[src/ivpc_pkg.sv]
// ivpc_pkg: register map, field layout and carriers for the vectored
// interrupt configuration block.
// assumes one 125 MHz clock domain and a 16-bit register byte address.
package ivpc_pkg;

	localparam int ADDR_W = 16;
	localparam int SRC_N = 16;
	localparam int GROUP_N = 4;
	localparam int LANE_W = 8;
	localparam int PRI_W = 3;
	localparam int SUB_W = 2;
	localparam int NUM_W = 8;
	localparam int EXT_N = 5;
	localparam int SS_W = 4;
	localparam int VS_W = 7;
	localparam int SPACING_W = 10;
	localparam int OFFSET_W = 18;

	// base offsets; alias companions sit at +0x4, +0x8, +0xC
	localparam logic [15:0] OFS_CONTROL = 16'hF000;
	localparam logic [15:0] OFS_SHADOW = 16'hF010;
	localparam logic [15:0] OFS_STATUS = 16'hF020;
	localparam logic [15:0] OFS_PROX_RELOAD = 16'hF030;
	localparam logic [15:0] OFS_FLAGS = 16'hF040;
	localparam logic [15:0] OFS_ENABLES = 16'hF0C0;
	localparam logic [15:0] OFS_PRIO_G8 = 16'hF1C0;
	localparam logic [15:0] OFS_PRIO_G9 = 16'hF1D0;
	localparam logic [15:0] OFS_PRIO_G10 = 16'hF1E0;
	localparam logic [15:0] OFS_PRIO_G11 = 16'hF1F0;
	localparam logic [15:0] OFS_BASE_MASK = 16'hFFF0;

	localparam logic [1:0] OP_WRITE = 2'h0;
	localparam logic [1:0] OP_CLEAR = 2'h1;
	localparam logic [1:0] OP_SET = 2'h2;
	localparam logic [1:0] OP_TOGGLE = 2'h3;

	localparam logic [31:0] CONTROL_MASK = 32'h007F171F;
	localparam logic [31:0] SHADOW_MASK = 32'hFFFFFFF1;
	localparam logic [31:0] STATUS_MASK = 32'h000007FF;
	localparam logic [31:0] RESET_VALUE = 32'h00000000;

	localparam int VS_LSB = 16;
	localparam int MULTI_VECTOR_SELECT_BIT = 12;
	localparam int TPC_LSB = 8;
	localparam int EP_LSB = 0;
	localparam int SS0_BIT = 0;
	localparam int SINGLE_REQ_LEVEL_LSB = 8;
	localparam int LAST_SERVICED_NUMBER_LSB = 0;
	localparam int PRI_LSB = 2;
	localparam int VS_UNIT_SHIFT = 3;
	localparam logic [SS_W-1:0] SS_SET1 = 4'h1;

	// implemented priority lanes per group, index 0 = group 8
	localparam logic [GROUP_N-1:0][31:0] PRIO_MASK_FULL =
		{32'h1F1F0000, 32'h001F1F1F, 32'h1F1F1F00, 32'h001F1F1F};
	localparam logic [GROUP_N-1:0][31:0] PRIO_MASK_SMALL =
		{32'h1F1F0000, 32'h001F1F1F, 32'h00001F00, 32'h001F1F1F};
	localparam logic [SRC_N-1:0] SRC_MASK_FULL = 16'hC7E7;
	localparam logic [SRC_N-1:0] SRC_MASK_SMALL = 16'hC727;

	// source fed by each external pin
	localparam logic [EXT_N-1:0][3:0] EXT_SRC =
		{4'h8, 4'h7, 4'h5, 4'h1, 4'h0};

	localparam logic [1:0] RESP_OKAY = 2'h0;
	localparam logic [1:0] RESP_SLVERR = 2'h2;

	typedef struct packed {
		logic valid;
		logic [3:0] id;
		logic [PRI_W-1:0] pri;
		logic [SUB_W-1:0] sub;
	} ivpc_pick_s;

	typedef struct packed {
		logic valid;
		logic [NUM_W-1:0] number;
		logic [PRI_W-1:0] level;
		logic shadow_set;
		logic [31:0] vector_addr;
	} ivpc_present_s;

endpackage : ivpc_pkg

[src/ivpc_arbiter.sv]
// ivpc_arbiter: picks the highest priority pending, enabled source.
// assumes pending is already masked by the enables and implemented lanes.
`timescale 1ns/1ps
`default_nettype none
module ivpc_arbiter (
	input wire logic [ivpc_pkg::SRC_N-1:0] i_pending, // pending and enabled
	input wire logic [ivpc_pkg::GROUP_N-1:0][31:0] i_prio, // group regs
	output ivpc_pkg::ivpc_pick_s o_pick // winning source
);

	logic [ivpc_pkg::SRC_N-1:0][ivpc_pkg::PRI_W-1:0] src_pri;
	logic [ivpc_pkg::SRC_N-1:0][ivpc_pkg::SUB_W-1:0] src_sub;

	genvar g;
	generate
		for (g = 0; g < ivpc_pkg::SRC_N; g++) begin : g_src
			localparam int GRP = g / 4;
			localparam int LSB = (g % 4) * ivpc_pkg::LANE_W;
			assign src_pri[g] = i_prio[GRP][LSB+ivpc_pkg::PRI_LSB +:
				ivpc_pkg::PRI_W];
			assign src_sub[g] = i_prio[GRP][LSB +: ivpc_pkg::SUB_W];
		end
	endgenerate

	// level 0 never wins; equal keys keep the lower source number
	always_comb begin
		o_pick = '0;
		for (int s = 0; s < ivpc_pkg::SRC_N; s++) begin
			if (i_pending[s] && (src_pri[s] != '0) &&
				(!o_pick.valid ||
				{src_pri[s], src_sub[s]} > {o_pick.pri, o_pick.sub})) begin
				o_pick.valid = 1'b1;
				o_pick.id = 4'(s);
				o_pick.pri = src_pri[s];
				o_pick.sub = src_sub[s];
			end
		end
	end

endmodule : ivpc_arbiter
`default_nettype wire

[src/ivpc_ctrl.sv]
// ivpc_ctrl: configuration registers of the vectored interrupt controller
// with an AXI4-Lite slave, flag capture and vector presentation.
// assumes peripheral requests are same-clock pulses, external pins are
// asynchronous, and the core acknowledges with a same-clock pulse.
`timescale 1ns/1ps
`default_nettype none

////////////////////////////////////////////////////////////////////////////
module ivpc_ctrl #(
	parameter logic SMALL_PKG = 1'b0,
	parameter logic [31:0] VECTOR_BASE = 32'h00000000
) (
	input wire logic i_clk, // 125 MHz system clock
	input wire logic i_reset, // synchronous, active high
	input wire logic [15:0] i_s_axi_awaddr, // write address
	input wire logic i_s_axi_awvalid, // write address valid
	output logic o_s_axi_awready, // write address ready
	input wire logic [31:0] i_s_axi_wdata, // write data
	input wire logic [3:0] i_s_axi_wstrb, // byte strobes
	input wire logic i_s_axi_wvalid, // write data valid
	output logic o_s_axi_wready, // write data ready
	output logic [1:0] o_s_axi_bresp, // write response
	output logic o_s_axi_bvalid, // write response valid
	input wire logic i_s_axi_bready, // write response ready
	input wire logic [15:0] i_s_axi_araddr, // read address
	input wire logic i_s_axi_arvalid, // read address valid
	output logic o_s_axi_arready, // read address ready
	output logic [31:0] o_s_axi_rdata, // read data
	output logic [1:0] o_s_axi_rresp, // read response
	output logic o_s_axi_rvalid, // read data valid
	input wire logic i_s_axi_rready, // read data ready
	input wire logic [15:0] i_irq_req, // peripheral request pulses
	input wire logic [4:0] i_ext_irq, // asynchronous external pins
	input wire logic i_irq_ack, // core takes the presented vector
	output ivpc_pkg::ivpc_present_s o_present, // vector to the core
	output logic o_prox_start, // proximity timer start pulse
	output logic [31:0] o_prox_reload // proximity timer reload value
);

	////////////////////////////////////////////////////////////////////////
	// implemented-bit masks

	wire logic [ivpc_pkg::GROUP_N-1:0][31:0] prio_mask = SMALL_PKG ?
		ivpc_pkg::PRIO_MASK_SMALL : ivpc_pkg::PRIO_MASK_FULL;
	wire logic [ivpc_pkg::SRC_N-1:0] src_mask = SMALL_PKG ?
		ivpc_pkg::SRC_MASK_SMALL : ivpc_pkg::SRC_MASK_FULL;

	////////////////////////////////////////////////////////////////////////
	// registers

	logic [31:0] control;
	logic [31:0] shadow;
	logic [31:0] prox_reload;
	logic [ivpc_pkg::SRC_N-1:0] flags;
	logic [ivpc_pkg::SRC_N-1:0] enables;
	logic [ivpc_pkg::GROUP_N-1:0][31:0] prio;
	logic [ivpc_pkg::NUM_W-1:0] last_serviced_number;
	logic [ivpc_pkg::PRI_W-1:0] single_req_level;

	wire logic multi_vector_select = control[ivpc_pkg::MULTI_VECTOR_SELECT_BIT];
	wire logic [ivpc_pkg::VS_W-1:0] vector_spacing =
		control[ivpc_pkg::VS_LSB +: ivpc_pkg::VS_W];
	wire logic [ivpc_pkg::PRI_W-1:0] proximity_trigger_level =
		control[ivpc_pkg::TPC_LSB +: ivpc_pkg::PRI_W];
	wire logic [ivpc_pkg::EXT_N-1:0] ext_edge_pol =
		control[ivpc_pkg::EP_LSB +: ivpc_pkg::EXT_N];
	wire logic single_vector_shadow = shadow[ivpc_pkg::SS0_BIT];

	////////////////////////////////////////////////////////////////////////
	// AXI4-Lite write path

	logic aw_held;
	logic w_held;
	logic [15:0] aw_addr;
	logic [31:0] w_data;
	logic [3:0] w_strb;

	wire logic aw_take = i_s_axi_awvalid && o_s_axi_awready;
	wire logic w_take = i_s_axi_wvalid && o_s_axi_wready;
	wire logic do_write = aw_held && w_held && !o_s_axi_bvalid;
	wire logic next_bvalid = do_write ||
		(o_s_axi_bvalid && !i_s_axi_bready);
	wire logic next_aw_held = do_write ? 1'b0 : (aw_held || aw_take);
	wire logic next_w_held = do_write ? 1'b0 : (w_held || w_take);

	wire logic [15:0] w_base = aw_addr & ivpc_pkg::OFS_BASE_MASK;
	wire logic [1:0] w_op = aw_addr[3:2];

	wire logic [31:0] byte_mask = {{8{w_strb[3]}}, {8{w_strb[2]}},
		{8{w_strb[1]}}, {8{w_strb[0]}}};
	wire logic [31:0] w_bits = w_data & byte_mask;

	wire logic hit_control = w_base == ivpc_pkg::OFS_CONTROL;
	wire logic hit_shadow = w_base == ivpc_pkg::OFS_SHADOW;
	wire logic hit_status = w_base == ivpc_pkg::OFS_STATUS;
	wire logic hit_reload = w_base == ivpc_pkg::OFS_PROX_RELOAD;
	wire logic hit_flags = w_base == ivpc_pkg::OFS_FLAGS;
	wire logic hit_enables = w_base == ivpc_pkg::OFS_ENABLES;
	wire logic [ivpc_pkg::GROUP_N-1:0] hit_prio = {
		w_base == ivpc_pkg::OFS_PRIO_G11,
		w_base == ivpc_pkg::OFS_PRIO_G10,
		w_base == ivpc_pkg::OFS_PRIO_G9,
		w_base == ivpc_pkg::OFS_PRIO_G8};
	// status is read-only, so a write to it still answers OKAY
	wire logic w_mapped = hit_control || hit_shadow || hit_status ||
		hit_reload || hit_flags || hit_enables || (|hit_prio);

	// one update path keeps the four alias flavours identical everywhere
	function automatic logic [31:0] alter(input logic [1:0] op,
		input logic [31:0] old, input logic [31:0] bits,
		input logic [31:0] bmask, input logic [31:0] impl);
		logic [31:0] res;
		case (op)
			ivpc_pkg::OP_CLEAR: res = old & ~bits;
			ivpc_pkg::OP_SET: res = old | bits;
			ivpc_pkg::OP_TOGGLE: res = old ^ bits;
			default: res = (old & ~bmask) | bits;
		endcase
		return res & impl;
	endfunction : alter

	wire logic [31:0] next_control = (do_write && hit_control) ?
		alter(w_op, control, w_bits, byte_mask, ivpc_pkg::CONTROL_MASK) :
		control;
	wire logic [31:0] next_shadow = (do_write && hit_shadow) ?
		alter(w_op, shadow, w_bits, byte_mask, ivpc_pkg::SHADOW_MASK) :
		shadow;
	wire logic [31:0] next_reload = (do_write && hit_reload) ?
		alter(w_op, prox_reload, w_bits, byte_mask, '1) : prox_reload;
	wire logic [31:0] flags_sw = (do_write && hit_flags) ?
		alter(w_op, {16'h0000, flags}, w_bits, byte_mask,
		{16'h0000, src_mask}) : {16'h0000, flags};
	wire logic [31:0] enables_sw = (do_write && hit_enables) ?
		alter(w_op, {16'h0000, enables}, w_bits, byte_mask,
		{16'h0000, src_mask}) : {16'h0000, enables};

	////////////////////////////////////////////////////////////////////////
	// external pins and request capture

	logic [ivpc_pkg::EXT_N-1:0] ext_meta;
	logic [ivpc_pkg::EXT_N-1:0] ext_sync;
	logic [ivpc_pkg::EXT_N-1:0] ext_prev;
	logic [ivpc_pkg::SRC_N-1:0] ext_req;

	// polarity one picks the rising edge, zero the falling edge
	wire logic [ivpc_pkg::EXT_N-1:0] ext_edge =
		(ext_sync & ~ext_prev & ext_edge_pol) |
		(~ext_sync & ext_prev & ~ext_edge_pol);

	always_comb begin
		ext_req = '0;
		for (int k = 0; k < ivpc_pkg::EXT_N; k++) begin
			ext_req[ivpc_pkg::EXT_SRC[k]] = ext_req[ivpc_pkg::EXT_SRC[k]] |
				ext_edge[k];
		end
	end

	// a request in the clearing cycle survives the clear
	wire logic [ivpc_pkg::SRC_N-1:0] next_flags =
		(flags_sw[ivpc_pkg::SRC_N-1:0] | i_irq_req | ext_req) &
		src_mask;

	////////////////////////////////////////////////////////////////////////
	// priority groups

	logic [ivpc_pkg::GROUP_N-1:0][31:0] next_prio;

	genvar g;
	generate
		for (g = 0; g < ivpc_pkg::GROUP_N; g++) begin : g_prio
			assign next_prio[g] = (do_write && hit_prio[g]) ?
				alter(w_op, prio[g], w_bits, byte_mask, prio_mask[g]) :
				prio[g];
		end
	endgenerate

	////////////////////////////////////////////////////////////////////////
	// arbitration and vector formation

	ivpc_pkg::ivpc_pick_s pick;

	ivpc_arbiter u_arbiter (
		.i_pending(flags & enables),
		.i_prio(prio),
		.o_pick(pick)
	);

	wire logic [ivpc_pkg::SPACING_W-1:0] spacing = multi_vector_select ?
		{vector_spacing, 3'h0} : '0;
	wire logic [ivpc_pkg::OFFSET_W-1:0] vec_offset =
		{10'h000, 4'h0, pick.id} * {8'h00, spacing};
	wire logic [31:0] next_vec_addr = VECTOR_BASE +
		{14'h0000, vec_offset};

	wire logic [ivpc_pkg::SS_W-1:0] level_shadow_choice =
		shadow[pick.pri * ivpc_pkg::SS_W +: ivpc_pkg::SS_W];
	wire logic next_shadow_set = multi_vector_select ?
		(level_shadow_choice == ivpc_pkg::SS_SET1) :
		single_vector_shadow;

	ivpc_pkg::ivpc_present_s next_present;
	assign next_present = '{valid: pick.valid,
		number: {4'h0, pick.id},
		level: pick.pri,
		shadow_set: next_shadow_set,
		vector_addr: next_vec_addr};

	wire logic serviced = i_irq_ack && o_present.valid;
	// level 0 never reaches here, so trigger zero starts nothing
	wire logic next_prox_start = serviced &&
		(proximity_trigger_level != '0) &&
		(o_present.level <= proximity_trigger_level);

	////////////////////////////////////////////////////////////////////////
	// AXI4-Lite read path

	logic [31:0] rd_value;
	logic rd_mapped;

	wire logic [15:0] r_base = i_s_axi_araddr & ivpc_pkg::OFS_BASE_MASK;
	wire logic ar_take = i_s_axi_arvalid && o_s_axi_arready;
	wire logic next_rvalid = ar_take || (o_s_axi_rvalid && !i_s_axi_rready);
	wire logic [31:0] status_word =
		({21'h000000, single_req_level, last_serviced_number}) &
		ivpc_pkg::STATUS_MASK;

	always_comb begin
		rd_mapped = 1'b1;
		case (r_base)
			ivpc_pkg::OFS_CONTROL: rd_value = control;
			ivpc_pkg::OFS_SHADOW: rd_value = shadow;
			ivpc_pkg::OFS_STATUS: rd_value = status_word;
			ivpc_pkg::OFS_PROX_RELOAD: rd_value = prox_reload;
			ivpc_pkg::OFS_FLAGS: rd_value = {16'h0000, flags};
			ivpc_pkg::OFS_ENABLES: rd_value = {16'h0000, enables};
			ivpc_pkg::OFS_PRIO_G8: rd_value = prio[0];
			ivpc_pkg::OFS_PRIO_G9: rd_value = prio[1];
			ivpc_pkg::OFS_PRIO_G10: rd_value = prio[2];
			ivpc_pkg::OFS_PRIO_G11: rd_value = prio[3];
			default: begin
				rd_value = 32'h00000000;
				rd_mapped = 1'b0;
			end
		endcase
	end

	////////////////////////////////////////////////////////////////////////
	// state

	always_ff @(posedge i_clk) begin
		if (i_reset) begin
			aw_held <= 1'b0;
			w_held <= 1'b0;
			o_s_axi_awready <= 1'b0;
			o_s_axi_wready <= 1'b0;
			o_s_axi_bvalid <= 1'b0;
			o_s_axi_bresp <= ivpc_pkg::RESP_OKAY;
		end else begin
			aw_held <= next_aw_held;
			w_held <= next_w_held;
			o_s_axi_awready <= !next_aw_held && !next_bvalid;
			o_s_axi_wready <= !next_w_held && !next_bvalid;
			o_s_axi_bvalid <= next_bvalid;
			if (do_write) begin
				o_s_axi_bresp <= w_mapped ? ivpc_pkg::RESP_OKAY :
					ivpc_pkg::RESP_SLVERR;
			end
		end
	end

	always_ff @(posedge i_clk) begin
		if (aw_take) begin
			aw_addr <= i_s_axi_awaddr;
		end
		if (w_take) begin
			w_data <= i_s_axi_wdata;
			w_strb <= i_s_axi_wstrb;
		end
	end

	always_ff @(posedge i_clk) begin
		if (i_reset) begin
			o_s_axi_arready <= 1'b0;
			o_s_axi_rvalid <= 1'b0;
			o_s_axi_rdata <= ivpc_pkg::RESET_VALUE;
			o_s_axi_rresp <= ivpc_pkg::RESP_OKAY;
		end else begin
			o_s_axi_arready <= !next_rvalid;
			o_s_axi_rvalid <= next_rvalid;
			if (ar_take) begin
				o_s_axi_rdata <= rd_value;
				o_s_axi_rresp <= rd_mapped ? ivpc_pkg::RESP_OKAY :
					ivpc_pkg::RESP_SLVERR;
			end
		end
	end

	always_ff @(posedge i_clk) begin
		if (i_reset) begin
			control <= ivpc_pkg::RESET_VALUE;
			shadow <= ivpc_pkg::RESET_VALUE;
			prox_reload <= ivpc_pkg::RESET_VALUE;
			prio <= '0;
			flags <= '0;
			enables <= '0;
		end else begin
			control <= next_control;
			shadow <= next_shadow;
			prox_reload <= next_reload;
			prio <= next_prio;
			flags <= next_flags;
			enables <= enables_sw[ivpc_pkg::SRC_N-1:0];
		end
	end

	// pins pass two flops before the edge detector looks at them
	always_ff @(posedge i_clk) begin
		if (i_reset) begin
			ext_meta <= '0;
			ext_sync <= '0;
			ext_prev <= '0;
		end else begin
			ext_meta <= i_ext_irq;
			ext_sync <= ext_meta;
			ext_prev <= ext_sync;
		end
	end

	always_ff @(posedge i_clk) begin
		if (i_reset) begin
			o_present <= '0;
			o_prox_start <= 1'b0;
			o_prox_reload <= ivpc_pkg::RESET_VALUE;
			last_serviced_number <= '0;
			single_req_level <= '0;
		end else begin
			o_present <= next_present;
			o_prox_start <= next_prox_start;
			o_prox_reload <= next_reload;
			if (pick.valid) begin
				single_req_level <= pick.pri;
			end
			if (serviced) begin
				last_serviced_number <= o_present.number;
			end
		end
	end

endmodule : ivpc_ctrl
`default_nettype wire

[config.mk]
export PLATFORM = sky130hd
export DESIGN_NAME = ivpc_ctrl
export DESIGN_NICKNAME = d
export VERILOG_FILES = /design/src/ivpc_pkg.sv /design/src/ivpc_arbiter.sv /design/src/ivpc_ctrl.sv
export SDC_FILE = /design/constraint.sdc
export NUM_CORES = 1
export LEC_CHECK = 0
export BUFFER_PORTS_ARGS = -buffer_cell sky130_fd_sc_hd__buf_2
export CAP_MARGIN = 15
export CORE_MARGIN = 1.5
export CORE_UTILIZATION = 35
export DETAILED_ROUTE_END_ITERATION = 7
export GPL_TIMING_DRIVEN = 0
export PLACE_DENSITY = 0.54
export SLEW_MARGIN = 10
export SYNTH_ARGS = -nofsm -noshare
export SYNTH_HDL_FRONTEND = slang
export SYNTH_SLANG_ARGS = --single-unit
[constraint.sdc]
create_clock -name i_clk -period 23 [get_ports i_clk]
set_input_delay 4.6 -clock i_clk [delete_from_list [all_inputs] [get_ports i_clk]]
set_output_delay 4.6 -clock i_clk [all_outputs]
set_load 0.005 [all_outputs]
Yosys cells after proc, flatten, opt, wreduce, memory -nomap -nowiden
Cells that the tools add are included.
- $mul: 1
- equality and inequality tests: 24
- muxes and demuxes: 29
- shifts and indexed selects: 1
- bitwise operators: 59
- magnitude comparators: 11
- reductions and logical operators: 93
- operator list (operator ; count):
    $pmux W32 S10 ; 1
    $eq A12 B12 Y1 const B ; 20
    $pmux W32 S3 ; 2
    $pmux W29 S3 ; 2
    $and A32 B32 Y32 ; 5
    $or A32 B32 Y32 ; 4
    $pmux W21 S3 ; 2
    $mux W10 ; 12
    $and A29 B29 Y29 ; 4
    $or A29 B29 Y29 ; 4
    $pmux W16 S3 ; 2
    $and A21 B21 Y21 ; 4
    $or A21 B21 Y21 ; 4
    $and A16 B16 Y16 ; 5
    $or A16 B16 Y16 ; 5
    $pmux W23 S3 ; 1
    $not A32 Y32 ; 2
    $xor A32 B32 Y32 ; 2
    $xor A29 B29 Y29 ; 2
    $gt A5 B5 Y1 ; 10
    $and A23 B23 Y23 ; 2
    $or A23 B23 Y23 ; 2
    $logic_and A1 B1 Y1 ; 42
    $xor A21 B21 Y21 ; 2
    other kinds (20) ; 77
- word-level logic and storage cells: 254
- register bits after elaboration: 326
- bits of input ports: 97
- output and inout bits: 119

Logic depth before layout (Yosys ltp)
Gate-level depths: netlist of run 1.
- word-level depth: 46
- depth in mapped cells: 113

Modules after synthesis
Synthesis of run 1 repeated with hierarchy kept, for this count alone.
- cells, all modules: 2917
- area, all modules: 24798.8 µm²
- by module, submodules not included (module ; times used ; cells an instance ; area each (µm²)):
    ivpc_ctrl ; 1 ; 2274 ; 20480.9
    ivpc_arbiter ; 1 ; 643 ; 4317.9

Worst setup path before layout of run 1
Ideal clock, no wire load.
- path type: register to register
- start: reg flags[0] (netlist name)
- end: reg o_present[13] (netlist name)
- stages on the path, launching flop included: 111
- path slack: 4.030 ns
- period minus slack after synthesis: 18.970 ns
- arrival time: 18.842 ns
- path through: dfxtp_1 > clkbuf_1 > o311a_1 > nand2_1 > ha_1 > nor2b_1 > o21ai_0 > a32oi_1 > nor2_1 > nor2_1 > mux2i_1 > inv_1 > ha_1 > nand3_1 > o21bai_1 > a31o_2 > and2_1 > buf_2 > [75 not listed] > o21ai_0 > nand2_1 > nand2_1 > nor2_1 > nor2_1 > fa_1 > inv_1 > fa_1 > inv_1 > ha_1 > a21o_1 > a21o_1 > a21o_1 > a21oi_1 > o21bai_1 > a21oi_1 > xor2_1 > nor2_1
- word-level cells in the longest chain between the ends: 44
- elaborated cells between the ends (all ways): 54
- RTL lines (what ; RTL line ; source):
    start: declaration ; ivpc_ctrl.sv:54 ; logic [ivpc_pkg::SRC_N-1:0] flags;
    start signal: assignment ; ivpc_ctrl.sv:311 ; flags <= next_flags;
    $and A16 B16 Y16 (*) ; ivpc_ctrl.sv:183 ; .i_pending(flags & enables),
    $logic_and A1 B1 Y1 (*) ; ivpc_arbiter.sv:29 ; if (i_pending[s] && (src_pri[s] != '0) &&
    $mux W10 (*) ; ivpc_arbiter.sv:29 ;
    $gt A5 B5 Y1 or $logic_not A1 Y1 (tied branches) ; ivpc_arbiter.sv:31, ivpc_arbiter.sv:30 ;
    $logic_or A1 B1 Y1 ; ivpc_arbiter.sv:30 ; (!o_pick.valid ||
    $logic_and A1 B1 Y1 ; ivpc_arbiter.sv:29 ;
    $mux W10 (*) ; ivpc_arbiter.sv:29 ;
    $gt A5 B5 Y1 or $logic_not A1 Y1 (tied branches) ; ivpc_arbiter.sv:31, ivpc_arbiter.sv:30 ;
    [28 not listed] ; - ;
    $logic_or A1 B1 Y1 ; ivpc_arbiter.sv:30 ;
    $logic_and A1 B1 Y1 ; ivpc_arbiter.sv:29 ;
    $mux W10 (*) ; ivpc_arbiter.sv:29 ;
    $gt A5 B5 Y1 or $logic_not A1 Y1 (tied branches) ; ivpc_arbiter.sv:31, ivpc_arbiter.sv:30 ;
    $logic_or A1 B1 Y1 ; ivpc_arbiter.sv:30 ;
    $logic_and A1 B1 Y1 ; ivpc_arbiter.sv:29 ;
    $mux W10 (*) ; ivpc_arbiter.sv:29 ;
    $mul A4 B10 Y14 (*) ; ivpc_ctrl.sv:191 ; {10'h000, 4'h0, pick.id} * {8'h00, spacing};
    end signal: assignment ; ivpc_ctrl.sv:337 ; o_present <= next_present;
    end: declaration ; ivpc_ctrl.sv:35 ; output ivpc_pkg::ivpc_present_s o_present,
Every way passes the cells marked *; elsewhere a longest branch is shown, timed or not.
A chain may end at the register's enable or synchronous reset.

Worst setup path after layout of run 1
Same ends and word-level chain as after synthesis.

==> results of run 1 <==
## metal layers
metal / up-vias / track usage [%] / routed length [um]
met1: 11300 / 40.0 / 43700
li1: 10500 / - / -
met4: 0 / 20.1 / 7690
met2: 1361 / 48.9 / 46600
met5: - / 0 / 0
met3: 299 / 6.94 / 10200
## worst paths after layout
check | cells past startpoint | to | startpoint
hold / removal | 1 | ext_sync[3]$_SDFF_PP0_ | ext_meta[3]$_SDFF_PP0_
setup reg to reg | 105 | o_present[13]$_SDFF_PP0_ | flags[0]$_SDFF_PP0_
hold reg to reg | 1 | ext_sync[3]$_SDFF_PP0_ | ext_meta[3]$_SDFF_PP0_
setup / recovery | 105 | o_present[13]$_SDFF_PP0_ | flags[0]$_SDFF_PP0_
## what timing repair did
| action | 4_1_cts | 5_1_grt |
|---|---|---|
| setup endpoints to repair | 1 | 9 |
| resized for setup | 1 | 30 |
| pin swaps | 0 | 1 |
## placed cells by master (no fill, tap or decap), drive strengths merged, types with 9 or more instances in the layout
cell type	n
a211oi	191
a21o	14
a21oi	366
a221oi	24
a22o	11
a22oi	36
a311oi	10
and2	15
buf	240
clkbuf	193
clkinv	9
conb	27
dfxtp	238
edfxtp	50
fa	10
ha	337
inv	177
mux2	21
mux2i	89
nand2	200
nand2b	13
nand3	26
nand4	11
nor2	433
nor2b	59
nor3	57
nor4	14
o21ai	100
o22ai	11
xnor2	9
## power groups by stage
stage	Combinational, W	Sequential, W	Clock (W)
floorplan	0.0000837	0.000537	0
global placement	0.000146	0.000540	0
detailed placement	0.000150	0.000540	0
CTS	0.000150	0.000529	0.000662
global route	0.000165	0.000529	0.000679
finish	0.000157	0.000529	0.000656
## final cells by class
cell class / count / share of cell area (%)
inverter: 176 / 2.52
tap: 855 / 4.08
clock buffer: 45 / 3.89
timing repair buffer: 180 / 3.60
buffer: 208 / 3.44
multi-input combinational: 2183 / 57.4
clock inverter: 23 / 1.19
sequential: 288 / 23.9
## per-stage QoR
step / cells / setup WS (ps) / instance area, um2 / hold slack (ps) / power [W]
6_report: 3958 / 1610 / 26200 / 437 / 0.00134
5_1_grt: 3958 / 6.78 / 26200 / 461 / 0.00137
4_1_cts: 3958 / 219 / 26100 / 442 / 0.00134
3_5_place_dp: 3890 / 69.4 / 24700 / 428 / 0.000689
3_3_place_gp: 3885 / 438 / 24700 / 428 / 0.000685
2_1_floorplan: 2855 / 4030 / 22700 / 414 / 0.000621
## worst register-to-register path: cells and delay by family (launching register included)
| kind | cells | cell delay [ps] |
|---|---|---|
| compound gates | 43 | 8000 |
| buf+inv | 12 | 1710 |
| simple gates | 31 | 4800 |
| xor+xnor | 1 | 160 |
| fa+ha+maj | 13 | 4500 |
| flops | 1 | 340 |
| mux | 5 | 1660 |
## cell families after synthesis
family                   after synthesis  share of synthesized area, %
buffers and inverters                384                          6.88
adder cells (fa/ha/maj)              347                          19.5
multiplexers                         118                          5.88
flip-flops                           288                          27.7
AND/OR/NAND/NOR                      864                          16.8
other                                  1                        0.0166
AO/OA/AOI/OAI                        815                          22.7
XOR/XNOR                              12                         0.464
==> run summary, run 1 <==
Max Cap Violations: 0
pin count of the biggest net entering global routing: 21
fin crit share: 93.0%
Highest Clock Rate: 0.0467 GHz
fin crit period: 21,390 ps
vias in the first global route: 21.9k
Pint: 0.000962 W
total CTS buffers: 37
IO Count: 216
maximum VDD drop: 0.0641 mV
fraction of layout instances using a drive strength above 1: 11.4%
core footprint: 64,200 um2
Max Slew Vio Count: 0
Synth top area share: 21.1%
CTS Buffer Depth: 3
Hold Crit Class: flop to flop
Synth warnings: 0
Clock power frac: 48.9%
Seq/Total Area, Yosys: 27.7%
Seq pwr share: 39.4%
Final ANT Viol Nets: 0
Rel. slew slack: 9.37%
final wirelength: 108 mm
crit-path leading delay family: compound AO/OA/AOI/OAI gates
Starting DRT DRC Count: 2,598
mapped cell area: 22,600 um2
skew final: 25.2 ps
Async S/R FF share, synth: 0%
Total GRT Usage: 31.7%
pwr/cell area: 51.2 nW/um2
leading post-synthesis cells by cell area: dfxtp_1 (21%), ha_1 (19%), a21oi_1 (8.1%)
die height: 257 um
status: complete, no violations
ANT cells: 0
Post-synth EDFFs: 50
Seq cells post-synth: 288
Fillers: 6,647
Gate power share: 11.7%
Starting Density: 35.2%
Area Overhead vs Synth: 15.8%
Critical Path Source Type: flop
Reg2Reg Setup Slack: 1610 ps
Final Hold Viols: 0
clock-pin slew on the worst setup and hold paths: 60 ps
initial antenna violation count: 0
total negative slack: 0 ps
Die W: 257 um
register area: 6270 um2
CP peak stage delay: 530 ps
CP bufs+invs: 12
multi-input logic area: 15,000 um2
net switching power: 0.000380 W
H-tree level count: 2
unrepaired setup endpoints after global routing: false
Req. time, crit path: 23,400 ps
nets: 3,518
DR vias/cell: 5.91
WL/cell: 27.3 um
CTS tree: done
CP max stage cell: fa_1
Residual DRC: 0
Tightest Pin Transition: 1350 ps
final core utilization: 40.8%
area leader, netlist: dfxtp_1
Pleak: 10.6 nW
top post-synthesis cells by count: nor2_1 (433), a21oi_1 (366), ha_1 (337)
post-synth cell types: 89
Crit Path Class: flop to flop
PortBufs: 175
CTS sink cnt: 288
die area: 66,200 um2
Post-CTS Setup Repair Bufs: 0
final setup fails: 0
Critical Path AT: 21,790 ps
clock latency on the worst-skew pair: 580 ps
Most used DFF post-synth: dfxtp_1
syn avg cell area: 8.00 um2
via count: 23.4k
CTS Hold Bufs: 0
First-pass DRT Iterations: 6
Crit Path Max Fanout: 10
clock tree root driver cell: clkbuf_16
gpl congestion: 1.06
sw frac: 28.3%
first-pass GRT wire length: 153 mm
Cells after Synth: 2,829
crit end category: flop
grt total ovfl: 0
# rows: 93
most frequent cell after synthesis: nor2_1
post-DP HPWL: 83.4 mm
(Power assumes the default switching activity.)
==> run 2: changes to the inputs <==
--- a/config.mk
+++ b/config.mk
@@ -8,10 +8,9 @@
 export BUFFER_PORTS_ARGS = -buffer_cell sky130_fd_sc_hd__buf_2
 export CAP_MARGIN = 15
 export CORE_MARGIN = 1.5
-export CORE_UTILIZATION = 35
+export CORE_UTILIZATION = 57
 export DETAILED_ROUTE_END_ITERATION = 7
-export GPL_TIMING_DRIVEN = 0
-export PLACE_DENSITY = 0.54
+export PLACE_DENSITY = 0.79
 export SLEW_MARGIN = 10
 export SYNTH_ARGS = -nofsm -noshare
 export SYNTH_HDL_FRONTEND = slang
==> run summary, run 2 (same netlist as run 1, synthesis figures left out) <==
die height: 202 um
total power: 0.00125 W
Fillers: 3,293
Die W: 202 um
net switching power: 0.000319 W
Finished Layout Cells: 3,425
DR vias/cell: 6.24
initial antenna violation count: 0
Worst Hold Depth: 1
H-tree level count: 2
Residual DRC: 0
ANT cells: 0
PortBufs: 177
crit end category: flop
clock-pin slew on the worst setup and hold paths: 70 ps
CTS sink cnt: 288
FF-to-FF End: o_present[13]$_SDFF_PP0_
CP bufs+invs: 8
skew final: 21.2 ps
total negative slack: 0 ps
Total GRT Usage: 33.3%
Req. time, crit path: 23,400 ps
CTS Buffer Depth: 3
WL/cell: 20.5 um
unrepaired setup endpoints after global routing: false
pwr/cell area: 50.4 nW/um2
Starting Density: 58.1%
most common cell after layout, fill and taps aside: nor2_1
final wirelength: 70.2 mm
pin count of the biggest net entering global routing: 225
Starting DRT DRC Count: 2,471
Seq pwr share: 42.4%
fin crit share: 94.3%
CP max stage cell: or4_1
grt total ovfl: 0
Reg2Reg Setup Slack: 1320 ps
Highest Clock Rate: 0.0461 GHz
Pleak: 10.2 nW
worst r2r src: flags[0]$_SDFF_PP0_
WHS: 435 ps
dpl cells: 3,360
maximum VDD drop: 0.0766 mV
Area Overhead vs Synth: 9.83%
CTS Hold Bufs: 0
clock latency on the worst-skew pair: 540 ps
via count: 21.4k
post-DP HPWL: 50.3 mm
Critical Path Source Type: flop
Crit Path Max Fanout: 13
# rows: 72
core footprint: 38,900 um2
first-pass GRT wire length: 109 mm
total CTS buffers: 35
Clock power frac: 48.5%
most frequent cells in the layout: nor2_1 (429), a21oi_1 (366), ha_1 (337)
die area: 40,900 um2
CP peak stage delay: 650 ps
Tightest Pin Transition: 1220 ps
crit-path leading delay family: compound AO/OA/AOI/OAI gates
final setup fails: 0
Max Cap Violations: 0
CTS tree: done
vias in the first global route: 19.8k
Crit Path Class: flop to flop
Final Hold Viols: 0
gpl congestion: 0.940
Final Worst Setup Slack: 1320 ps
IO Count: 216
Hold Crit Class: flop to flop
clock tree root driver cell: clkbuf_16
Gate power share: 9.1%
worst reg-to-reg path cell count: 104
First-pass DRT Iterations: 6
Final ANT Viol Nets: 0
pre-CTS WS: 851 ps
Critical Path AT: 22,090 ps
fraction of layout instances using a drive strength above 1: 11.1%
hold_sp: ext_meta[2]$_SDFF_PP0_
Pint: 0.000933 W
status: complete, no violations
sw frac: 25.5%
Hold EP: ext_sync[2]$_SDFF_PP0_
Max Slew Vio Count: 0
fin crit period: 21,680 ps
nets: 3,326
Rel. slew slack: 18.8%
run 2: cell count changes in the layout (fill, tap and decap cells not counted), sizes merged:
cell	previous run	this run
buf	240	198
clkinvlp	6	1
clkinv	9	6
clkbuf	193	44
inv	177	180
run 2: how the worst max path moves through the flow:
stage	startpoint	endpoint	slack, ps	depth (start not counted)
global placement	flags[0]$_SDFF_PP0_	o_present[13]$_SDFF_PP0_	1330	101
detailed placement	flags[0]$_SDFF_PP0_	o_present[13]$_SDFF_PP0_	850	102
CTS	flags[0]$_SDFF_PP0_	o_present[13]$_SDFF_PP0_	740	102
floorplan	flags[0]$_SDFF_PP0_	o_present[13]$_SDFF_PP0_	4030	110
global route	flags[0]$_SDFF_PP0_	o_present[13]$_SDFF_PP0_	10	106
finish	flags[0]$_SDFF_PP0_	o_present[13]$_SDFF_PP0_	1320	104
run 2: repair_timing:
action	CTS	global route
endpoints found under the setup margin	0	8
buffers inserted	0	2
resized for setup	0	13
endpoints found under the hold margin	0	0
run 2: metrics by stage:
step	util, %	area, um2
6_report	63.9	24900
5_1_grt	63.9	24900
4_1_cts	63.6	24800
3_5_place_dp	60.5	23500
3_3_place_gp	60.5	23500
2_1_floorplan	-	22700
run 2: power groups by stage:
stage	sequential, W	combinational (W)	clock (W)
floorplan	0.000537	0.0000837	0
global placement	0.000541	0.000105	0
detailed placement	0.000542	0.000111	0
CTS	0.000531	0.000112	0.000609
global route	0.000531	0.000126	0.000631
finish	0.000531	0.000114	0.000608
run 2: cell type report:
| type | instances | area (um2) | share of cell area (%) |
|---|---|---|---|
| multi-input cells | 2183 | 15000 | 60.2 |
| clock inverters | 18 | 278 | 1.12 |
| repair buffers | 198 | 1080 | 4.34 |
| well taps | 518 | 648 | 2.61 |
| flip-flops and latches | 288 | 6270 | 25.2 |
| inverters | 176 | 661 | 2.66 |
| clock buffers | 44 | 952 | 3.83 |
run 2: metal layers:
metal  track usage, %  up-vias  share of wire (%)  routed length (um)
met5                0        -                  0                   0
met4             19.2        0                6.0                4190
met3             4.43      203                8.5                6000
met2             51.7     1030                 44               31200
met1             44.4    10000                 41               28800
li1                 -    10100                  -                   -
==> run 3: changes to the inputs <==
--- a/config.mk
+++ b/config.mk
@@ -8,9 +8,9 @@
 export BUFFER_PORTS_ARGS = -buffer_cell sky130_fd_sc_hd__buf_2
 export CAP_MARGIN = 15
 export CORE_MARGIN = 1.5
-export CORE_UTILIZATION = 57
+export CORE_UTILIZATION = 35
 export DETAILED_ROUTE_END_ITERATION = 7
-export PLACE_DENSITY = 0.79
+export PLACE_DENSITY = 0.54
 export SLEW_MARGIN = 10
 export SYNTH_ARGS = -nofsm -noshare
 export SYNTH_HDL_FRONTEND = slang
==> run summary, run 3 (same netlist as run 1, synthesis figures left out) <==
multi-input logic area: 15,000 um2
unrepaired setup endpoints after global routing: false
worst r2r src: flags[0]$_SDFF_PP0_
vias in the first global route: 19.7k
Crit path top cell by count: a21oi_1
IO Count: 216
gpl congestion: 0.920
placed cell area: 24,000 um2
die area: 66,200 um2
Critical Path AT: 21,810 ps
CTS Hold Bufs: 0
Final ANT Viol Nets: 0
final wirelength: 76.5 mm
Max Slew Vio Count: 0
die height: 257 um
register area: 6270 um2
clock latency on the worst-skew pair: 570 ps
Worst Hold Depth: 1
FF-to-FF End: o_present[13]$_SDFF_PP0_
Hold EP: ext_sync[1]$_SDFF_PP0_
CP max stage cell: or4_1
total CTS buffers: 38
Pint: 0.000919 W
Highest Clock Rate: 0.0467 GHz
clock tree root driver cell: clkbuf_16
CTS sink cnt: 288
Reg2Reg Setup Slack: 1600 ps
Finished Layout Cells: 3,777
Fillers: 6,531
Starting DRT DRC Count: 1,396
sw frac: 26.8%
First-pass DRT Iterations: 5
Residual DRC: 0
status: complete, no violations
final setup fails: 0
CTS tree: done
Gate power share: 9.2%
post-DP HPWL: 56.3 mm
H-tree level count: 2
first-pass GRT wire length: 118 mm
dpl cells: 3,705
maximum VDD drop: 0.0511 mV
WL/cell: 20.3 um
Critical Path Source Type: flop
crit end category: flop
Levels on crit path: 101
Area Overhead vs Synth: 12.1%
hold_sp: ext_meta[1]$_SDFF_PP0_
nets: 3,334
Die W: 257 um
fin crit period: 21,400 ps
Final Hold Viols: 0
cell area after layout: 25,400 um2
CTS Buffer Depth: 3
WHS: 439 ps
Rel. slew slack: 21.0%
DR vias/cell: 5.53
net switching power: 0.000336 W
Total GRT Usage: 22.6%
pin count of the biggest net entering global routing: 180
Req. time, crit path: 23,410 ps
Clock power frac: 48.5%
most common cell after layout, fill and taps aside: nor2_1
worst reg-to-reg path cell count: 101
core footprint: 64,200 um2
crit-path leading delay family: compound AO/OA/AOI/OAI gates
Starting Density: 35.2%
most frequent cells in the layout: nor2_1 (429), a21oi_1 (366), ha_1 (337)
fin crit share: 93.0%
CP peak stage delay: 660 ps
clock-pin slew on the worst setup and hold paths: 60 ps
initial antenna violation count: 0
Max Cap Violations: 0
Tightest Pin Transition: 1180 ps
via count: 20.9k
CP bufs+invs: 6
Crit Path Max Fanout: 13
final core utilization: 39.5%
total negative slack: 0 ps
Crit Path Class: flop to flop
pwr/cell area: 49.5 nW/um2
Hold Crit Class: flop to flop
# rows: 93
skew final: 24.3 ps
Seq pwr share: 42.3%
fraction of layout instances using a drive strength above 1: 11.5%
grt total ovfl: 0
Pleak: 10.3 nW
PortBufs: 177
[run 3: cell types whose count changed in the layout (fill, tap and decap cells not counted), moves of 2 or more]
cell        delta
clkbuf_8       +3
bufinv_16      -4
clkbuf_1       -2
clkinv_1       +4
clkinv_2       +2
clkbuf_16      +3
diode_2        +2
clkinvlp_4     +2
buf_4          +6
buf_6          -2
[run 3: area by class of cell]
cell class / count / area share (%)
Clock buffer: 47 / 4.13
Inverter: 176 / 2.60
Clock inverter: 23 / 0.843
Tap cell: 855 / 4.22
Timing Repair Buffer: 203 / 4.39
Multi-Input combinational cell: 2183 / 59.1
Antenna cell: 2 / 0.0197
Sequential cell: 288 / 24.7
[run 3: how the worst max path moves through the flow]
stage	to	from	slack [ps]
6_report	o_present[13]$_SDFF_PP0_	flags[0]$_SDFF_PP0_	1600
5_1_grt	o_present[13]$_SDFF_PP0_	flop	10
4_1_cts	o_present[13]$_SDFF_PP0_	flags[0]$_SDFF_PP0_	980
3_5_place_dp	o_present[13]$_SDFF_PP0_	flags[0]$_SDFF_PP0_	1080
3_3_place_gp	o_present[13]$_SDFF_PP0_	flags[0]$_SDFF_PP0_	1220
2_1_floorplan	o_present[13]$_SDFF_PP0_	flags[0]$_SDFF_PP0_	4030
[run 3: repair_timing]
action,4_1_cts,5_1_grt
setup endpoints to repair,0,6
resized for setup,0,14
endpoints found under the hold margin,0,0
buffers inserted,0,0
[run 3: through the flow]
| stage | worst slack, ps | total power (W) |
|---|---|---|
| 2_1_floorplan | 4030 | 0.000621 |
| 3_3_place_gp | 1220 | 0.000652 |
| 6_report | 1600 | 0.00125 |
| 4_1_cts | 983 | 0.00127 |
| 5_1_grt | 13.4 | 0.00131 |
| 3_5_place_dp | 1080 | 0.000657 |
[run 3: power by group through the flow]
stage / clock, W / sequential (W) / combinational [W]
detailed placement: 0 / 0.000542 / 0.000115
floorplan: 0 / 0.000537 / 0.0000837
global route: 0.000645 / 0.000532 / 0.000130
global placement: 0 / 0.000542 / 0.000110
CTS: 0.000625 / 0.000531 / 0.000115
finish: 0.000608 / 0.000531 / 0.000115
[run 3: metal layers]
layer / wire, um / track usage (%)
met1: 34900 / 30.7
met2: 34300 / 36.1
met3: 4200 / 3.27
met4: 3140 / 8.81
met5: 0 / 0
